`config.mk`:
```
export PLATFORM = sky130hd
export DESIGN_NAME = gpio_clkout_extint_pins
export DESIGN_NICKNAME = d
export VERILOG_FILES = /design/src/gpio_pins_pkg.sv /design/src/gpio_clkout_extint_pins.sv
export VERILOG_INCLUDE_DIRS = /design/src
export SDC_FILE = /design/constraint.sdc
export NUM_CORES = 1
export LEC_CHECK = 0
export ABC_AREA = 1
export BUFFER_PORTS_ARGS = -buffer_cell sky130_fd_sc_hd__buf_2
export CAP_MARGIN = 20
export CORE_MARGIN = 4
export CORE_UTILIZATION = 52
export CTS_CLUSTER_SIZE = 14
export DETAILED_ROUTE_END_ITERATION = 10
export PLACE_DENSITY_LB_ADDON = 0.15
export RECOVER_POWER = 25
export SYNTH_ARGS = -nofsm -noshare
export SYNTH_HDL_FRONTEND = slang
export SYNTH_SLANG_ARGS = --single-unit
```
`constraint.sdc`:
```
create_clock -name pclk -period 1.76 [get_ports pclk]
set_input_delay 0.088 -clock pclk [delete_from_list [all_inputs] [get_ports pclk]]
set_output_delay 0.088 -clock pclk [all_outputs]
set_load 0.005 [all_outputs]
```
`src/gpio_pins_defines.svh`:
```
/*
  Register offsets, field positions, reset values and masks of the
  pin group block. Assumes a byte-addressed APB with 32-bit words.
*/
`ifndef GPIO_PINS_DEFINES_SVH
`define GPIO_PINS_DEFINES_SVH

`define ADDR_W              12
`define OFS_MEMIF_GLOBAL    12'h000
`define OFS_PIN_FUNCTION    12'h004
`define OFS_GPIO_DIR        12'h008
`define OFS_GPIO_OUT        12'h00C
`define OFS_GPIO_IN         12'h010
`define OFS_EXT_POLARITY    12'h014
`define OFS_GPIO_IRQ_EN     12'h018
`define OFS_IRQ_STATUS      12'h01C
`define OFS_IRQ_MASK        12'h020

`define BIT_HALF_CLK_EN     0
`define BIT_FN_CLOCK        0
`define LINE_TWO            2
`define LINE_FOUR           4

`define RST_HALF_CLK_EN     1'b1
`define RST_FN_CLOCK        1'b1
`define RST_GPIO_IRQ_EN     4'hF
`define LINE_IMPL_MASK      8'hF4

`endif

```
`src/gpio_pins_pkg.sv`:
```
/*
  Types of the pin group block: pin groups, interrupt pulses and the
  block state. Assumes gpio_pins_defines.svh is compiled alongside.
*/
`default_nettype none

package gpio_pins_pkg;

  typedef struct packed {
    logic gpio_line_seven;
    logic gpio_line_six;
    logic gpio_line_five;
    logic gpio_line_four;
  } line_quad_t;

  typedef struct packed {
    logic ext_irq_seven;
    logic ext_irq_six;
    logic ext_irq_five;
    logic ext_irq_four;
  } irq_quad_t;

  typedef struct packed {
    logic        clk_en;
    logic        fn_clock;
    logic [7:0]  dir;
    logic [7:0]  dout;
    logic [3:0]  pol;
    logic [3:0]  gen;
    logic [3:0]  stat;
    logic [3:0]  mask;
    logic [7:0]  sync1;
    logic [7:0]  sync2;
    logic [7:0]  sync3;
    logic [7:0]  filt;
    logic        clk_tgl;
    logic        pin2_o;
    logic        pin2_oe;
    logic [3:0]  lo;
    logic [3:0]  loe;
    logic [3:0]  pulse;
    logic        irq;
    logic [31:0] prdata;
    logic        pready;
    logic        pslverr;
  } state_t;

endpackage

`default_nettype wire

```
`src/gpio_clkout_extint_pins.sv`:
```
/*
  Pin group: shared half-rate clock / line two pin, four lines that are
  GPIO and edge interrupts at once, APB register slave, interrupt line.
  Assumes pclk is the core clock; pins arrive asynchronously.
*/
// Implementation choices: the address map and the APB interface to the registers.
//
// Behaviour
// - Clock mode drives half core rate clock
// - Pin shared with line two, clock default
// - Enable bit zero stops the clock
// - Enable bit one toggles; default one
// - Lines four..seven are GPIO and interrupts
// - Edge interrupts, per-line polarity bit
// - GPIO interrupt enables also gate interrupts
`timescale 1ns/100ps
`default_nettype none
`include "gpio_pins_defines.svh"

module gpio_clkout_extint_pins
  import gpio_pins_pkg::*;
(
  input  wire logic               pclk,
  input  wire logic               presetn,
  input  wire logic [`ADDR_W-1:0] paddr,
  input  wire logic               psel,
  input  wire logic               penable,
  input  wire logic               pwrite,
  input  wire logic [31:0]        pwdata,
  output var  logic [31:0]        prdata,
  output var  logic               pready,
  output var  logic               pslverr,
  input  wire logic               half_rate_clock_out_i,
  output var  logic               half_rate_clock_out_o,
  output var  logic               half_rate_clock_out_oe,
  input  wire line_quad_t         line_i,
  output var  line_quad_t         line_o,
  output var  line_quad_t         line_oe,
  output var  irq_quad_t          ext_irq,
  output var  logic               irq
);

  state_t      st_ff;
  state_t      nxt_st;
  logic [31:0] rd;
  logic        hit;
  logic        acc;
  logic        wr;
  logic [3:0]  w1c;
  logic [7:0]  agree;
  logic [7:0]  rise;
  logic [7:0]  fall;
  logic [3:0]  edge4;

  always_comb begin
    nxt_st = st_ff;
    rd     = 32'h0000_0000;
    hit    = 1'b1;
    w1c    = 4'h0;
    acc    = psel & penable;
    wr     = acc & st_ff.pready & pwrite;

    // Three-stage synchroniser; a level counts once stages two and three agree
    nxt_st.sync1 = {line_i, 1'b0, half_rate_clock_out_i, 2'b00} & `LINE_IMPL_MASK;
    nxt_st.sync2 = st_ff.sync1;
    nxt_st.sync3 = st_ff.sync2;
    agree        = ~(st_ff.sync2 ^ st_ff.sync3);
    nxt_st.filt  = (agree & st_ff.sync3) | (~agree & st_ff.filt);

    rise  = nxt_st.filt & ~st_ff.filt;
    fall  = ~nxt_st.filt & st_ff.filt;
    edge4 = (rise[7:4] & ~st_ff.pol) | (fall[7:4] & st_ff.pol);
    nxt_st.pulse = edge4 & st_ff.gen;

    // Register decode
    if (paddr == `OFS_MEMIF_GLOBAL) begin
      rd[`BIT_HALF_CLK_EN] = st_ff.clk_en;
      if (wr) begin
        nxt_st.clk_en = pwdata[`BIT_HALF_CLK_EN];
      end
    end else if (paddr == `OFS_PIN_FUNCTION) begin
      rd[`BIT_FN_CLOCK] = st_ff.fn_clock;
      if (wr) begin
        nxt_st.fn_clock = pwdata[`BIT_FN_CLOCK];
      end
    end else if (paddr == `OFS_GPIO_DIR) begin
      rd[7:0] = st_ff.dir;
      if (wr) begin
        nxt_st.dir = pwdata[7:0] & `LINE_IMPL_MASK;
      end
    end else if (paddr == `OFS_GPIO_OUT) begin
      rd[7:0] = st_ff.dout;
      if (wr) begin
        nxt_st.dout = pwdata[7:0] & `LINE_IMPL_MASK;
      end
    end else if (paddr == `OFS_GPIO_IN) begin
      rd[7:0] = st_ff.filt;
    end else if (paddr == `OFS_EXT_POLARITY) begin
      rd[3:0] = st_ff.pol;
      if (wr) begin
        nxt_st.pol = pwdata[3:0];
      end
    end else if (paddr == `OFS_GPIO_IRQ_EN) begin
      rd[3:0] = st_ff.gen;
      if (wr) begin
        nxt_st.gen = pwdata[3:0];
      end
    end else if (paddr == `OFS_IRQ_STATUS) begin
      rd[3:0] = st_ff.stat;
      if (wr) begin
        w1c = pwdata[3:0];
      end
    end else if (paddr == `OFS_IRQ_MASK) begin
      rd[3:0] = st_ff.mask;
      if (wr) begin
        nxt_st.mask = pwdata[3:0];
      end
    end else begin
      hit = 1'b0;
    end

    // One wait state: answer registered in the first access cycle
    nxt_st.pready = acc & ~st_ff.pready;
    if (acc & ~st_ff.pready) begin
      nxt_st.prdata  = pwrite ? 32'h0000_0000 : rd;
      nxt_st.pslverr = ~hit;
    end

    // New events win over a clear in the same cycle
    nxt_st.stat = (st_ff.stat & ~w1c) | nxt_st.pulse;
    nxt_st.irq  = |(nxt_st.stat & nxt_st.mask);

    // Half-rate clock, held low while stopped
    nxt_st.clk_tgl = st_ff.clk_en & ~st_ff.clk_tgl;
    if (st_ff.fn_clock) begin
      nxt_st.pin2_o  = nxt_st.clk_tgl;
      nxt_st.pin2_oe = 1'b1;
    end else begin
      nxt_st.pin2_o  = st_ff.dout[`LINE_TWO];
      nxt_st.pin2_oe = st_ff.dir[`LINE_TWO];
    end

    nxt_st.lo  = st_ff.dout[7:4];
    nxt_st.loe = st_ff.dir[7:4];
  end

  always_ff @(posedge pclk or negedge presetn) begin
    if (!presetn) begin
      st_ff          <= '0;
      st_ff.clk_en   <= `RST_HALF_CLK_EN;
      st_ff.fn_clock <= `RST_FN_CLOCK;
      st_ff.gen      <= `RST_GPIO_IRQ_EN;
      st_ff.pin2_oe  <= 1'b1;
    end else begin
      st_ff <= nxt_st;
    end
  end

  assign prdata                 = st_ff.prdata;
  assign pready                 = st_ff.pready;
  assign pslverr                = st_ff.pslverr;
  assign half_rate_clock_out_o  = st_ff.pin2_o;
  assign half_rate_clock_out_oe = st_ff.pin2_oe;
  assign line_o                 = st_ff.lo;
  assign line_oe                = st_ff.loe;
  assign ext_irq                = st_ff.pulse;
  assign irq                    = st_ff.irq;
endmodule // gpio_clkout_extint_pins

`default_nettype wire

```
==> flow_summary.ini <==
[outcome]
status = finished, final reports clean

[clock_network]
clkTransAtPathRegs_ps = 80
cts_tree = done
cts_sinks = 74
clockBufferDepth = 2
cts_root_buffer = clkbuf_8
cts_resized = 0
clkLatencyLatePin_ps = 350
cts_max_level = 3
postCtsSetupRepairBufs = 0
cts_buffers = 9
postCtsHoldBufs = 13

[worst_setup_path]
crit_top_cell = nand2_1
required_ps = 2010
critPathLaunchType = flop
slowest_delay_ps = 390
crit_fanout = 7
cpMaxStageDelayCell = dfrtp_1
timing.setup.critical_path_class = reg2reg
cp-end-kind = flop
crit_chain = nand4_1 -> clkinv_2 -> nand3_2 -> nand2_1 -> nand2_1 -> nand2_1 -> nand2_1 -> inv_1 -> nand2_1
crit_arrival_ps = 1850

[place]
dp_cells = 520
place_congestion = 0.887
hpwl_mm = 5.47
port_buffers = 54
dpl-instance-area_mm2 = 0.00372

[power]
power_frac_comb_pct = 6.3
p_sw_uw = 790
internal-power_mw = 2.73
power_mw = 3.52
switching_share_pct = 22.5
p_clk_share_pct = 43.6
sequentialPowerShare_pct = 50.1
vdd_drop_max_uv = 487
leakage_nw = 2.16
p_per_area_mw_per_mm2 = 862

[synth]
synth.distinct_cells = 34
ys_seq_elements = 74
netlist_area_mm2 = 0.00360
synth-simple-area-share_pct = 26.9
synth.top_cell.area_share_pct = 46.6
syn_inst = 408
synth_edf_count = 0
synth_top_family_by_area = simple AND/OR/NAND/NOR gates
avgSynthCellArea_um2 = 8.83
yosysTopAreaCell = dfrtp_1
synth_mux_area_share_pct = 0
synth_xor_area_share_pct = 0
synth_seq_area_share_pct = 51.7
synth_compound_area_share_pct = 6.05
ys_top_cells_by_area = dfrtp_1 47%, nand2_1 11%, buf_4 9.2%
synth_fa_ha_area_share_pct = 0.278
yosysWarnings = 0
synthArstFlopShare_pct = 100
synth_top_flop_cell = dfrtp_1

[timing]
skew_ps = 8.01
rsz0062_at_grt = no
maxSlewHeadroom_pct = 35.0
tightest_slew_ps = 975
min_period_ps = 1600
fin_crit_sh_pct = 90.7
fmax_mhz = 627
finalSetupTns_ps = 0
hold_viol_final = 0
report.final.slew_viol_count = 0
setup_violations = 0

[floorplanning]
ios = 103
start_util_pct = 53.3
rows = 30
fp.dieH_um = 91.2
floorplan.core_area_mm2 = 0.00676
die-area_mm2 = 0.00832
die_width_um = 91.2

[final_layout]
stdcell_area_mm2 = 0.00408
areaGrowthSynthToFinish_pct = 13.3
fin_cells = 549
layout_commonest_cell = nand2_1
drive_gt1_share_pct = 26.0
layout_common_cells = 110 x nand2_1, 67 x dfrtp_1, 54 x buf_2, 35 x inv_1
nNetsFinal = 518
antennaDiodeCount = 0
nFillCells = 626

[global_route]
grt.total_usage_pct = 19.0
grt_pass1_wl_mm = 12.4
grt_pass1_vias = 2673
grt_max_degree = 75
antenna_found_initial = 0
grt_overflow = 0

[route]
viasPerCell = 4.88
vias = 2681
detail-route-antenna-nets = 0
first_pass_iters = 4
wl_mm = 7.39
wl_per_cell_um = 13.5
drt_iter0_drc = 180
route.detailed.drc = 0

[min_path]
hp-class = in2reg

[run]
drv_cap = 0
==> flip-flops by register name, indices dropped and copies added (netlist names), named ones only <==
name	cells
irq	1
half_rate_clock_out_oe	1
ext_irq	4
pslverr	1
line_oe	4
half_rate_clock_out_o	1
st_ff	30
line_o	4
prdata	8
pready	1
nxt_st	18
==> through the flow <==
| step | hold slack [ps] | util (%) | setup WS (ps) |
|---|---|---|---|
| after floorplan | -208 | - | 457 |
| after global placement | 145 | 55.1 | 191 |
| after detailed placement | 145 | 55.1 | 175 |
| after CTS | 17.0 | 60.6 | 149 |
| after global routing | 52.3 | 60.4 | 9.14 |
| final | 28.4 | 60.4 | 164 |
==> layout make-up <==
cell class | count | area, um^2 | area share (%)
Multi-Input combinational cell | 262 | 1290 | 31.5
Timing Repair Buffer | 68 | 408 | 10.0
Clock inverter | 4 | 72.6 | 1.78
Inverter | 49 | 188 | 4.60
Tap cell | 80 | 100 | 2.45
Sequential cell | 74 | 1860 | 45.6
Clock buffer | 12 | 165 | 4.05
==> cells by family (layout without fill, tap and decap cells) <==
logic type / Yosys count / in the layout
AO/OA/AOI/OAI: 39 / 39
buffers and inverters: 95 / 133
adder cells (fa/ha/maj): 1 / 1
other: 1 / 24
flip-flops: 74 / 74
AND/OR/NAND/NOR: 198 / 198
==> power groups by stage <==
stage / clock (mW) / combinational, mW / sequential [mW]
floorplan: 0 / 0.142 / 1.79
global placement: 0 / 0.201 / 1.79
detailed placement: 0 / 0.206 / 1.79
CTS: 1.56 / 0.229 / 1.76
global route: 1.64 / 0.252 / 1.76
finish: 1.53 / 0.221 / 1.76
==> layer usage <==
layer | part of all wire, % | GRT usage, %
met1 | 46 | 25.4
met2 | 47 | 29.9
met4 | 2.0 | 9.30
met3 | 5.7 | 3.56
met5 | 0 | 0
==> cell usage after synthesis (4+ instances only) <==
| cell | count |
|---|---|
| nand3_2 | 6 |
| nand4_1 | 8 |
| dfstp_2 | 7 |
| o211ai_1 | 4 |
| o21ai_0 | 7 |
| dfrtp_1 | 67 |
| inv_2 | 11 |
| nor2_4 | 7 |
| buf_4 | 44 |
| nand2_2 | 6 |
| nor2_1 | 23 |
| inv_1 | 35 |
| o21ai_1 | 18 |
| nand2_1 | 110 |
| nand3_1 | 24 |
| a21oi_1 | 5 |
==> worst max-delay path: cells and delay by family, from the launching register on <==
family        cells  cell delay (ps)
buf+inv           2              290
flops             1              390
simple gates      7              810
==> path summary, 6_finish.rpt <==
kind                                      start               endpoint  slack (ps)  cells past startpoint
hold reg to reg            nxt_st[71]$_DFF_PN0_   nxt_st[63]$_DFF_PN0_         350                      0
setup / recovery               pready$_DFF_PN0_          irq$_DFF_PN0_         160                      9
min in group asynchronous               presetn    line_o[1]$_DFF_PN0_         520                      3
setup reg to reg               pready$_DFF_PN0_          irq$_DFF_PN0_         160                      9
max in group asynchronous               presetn   nxt_st[72]$_DFF_PN0_         590                      3
hold / removal                        pwdata[1]  st_ff[95]$_DFFE_PN0P_          30                      3
Power figures use the tool's default switching activity.
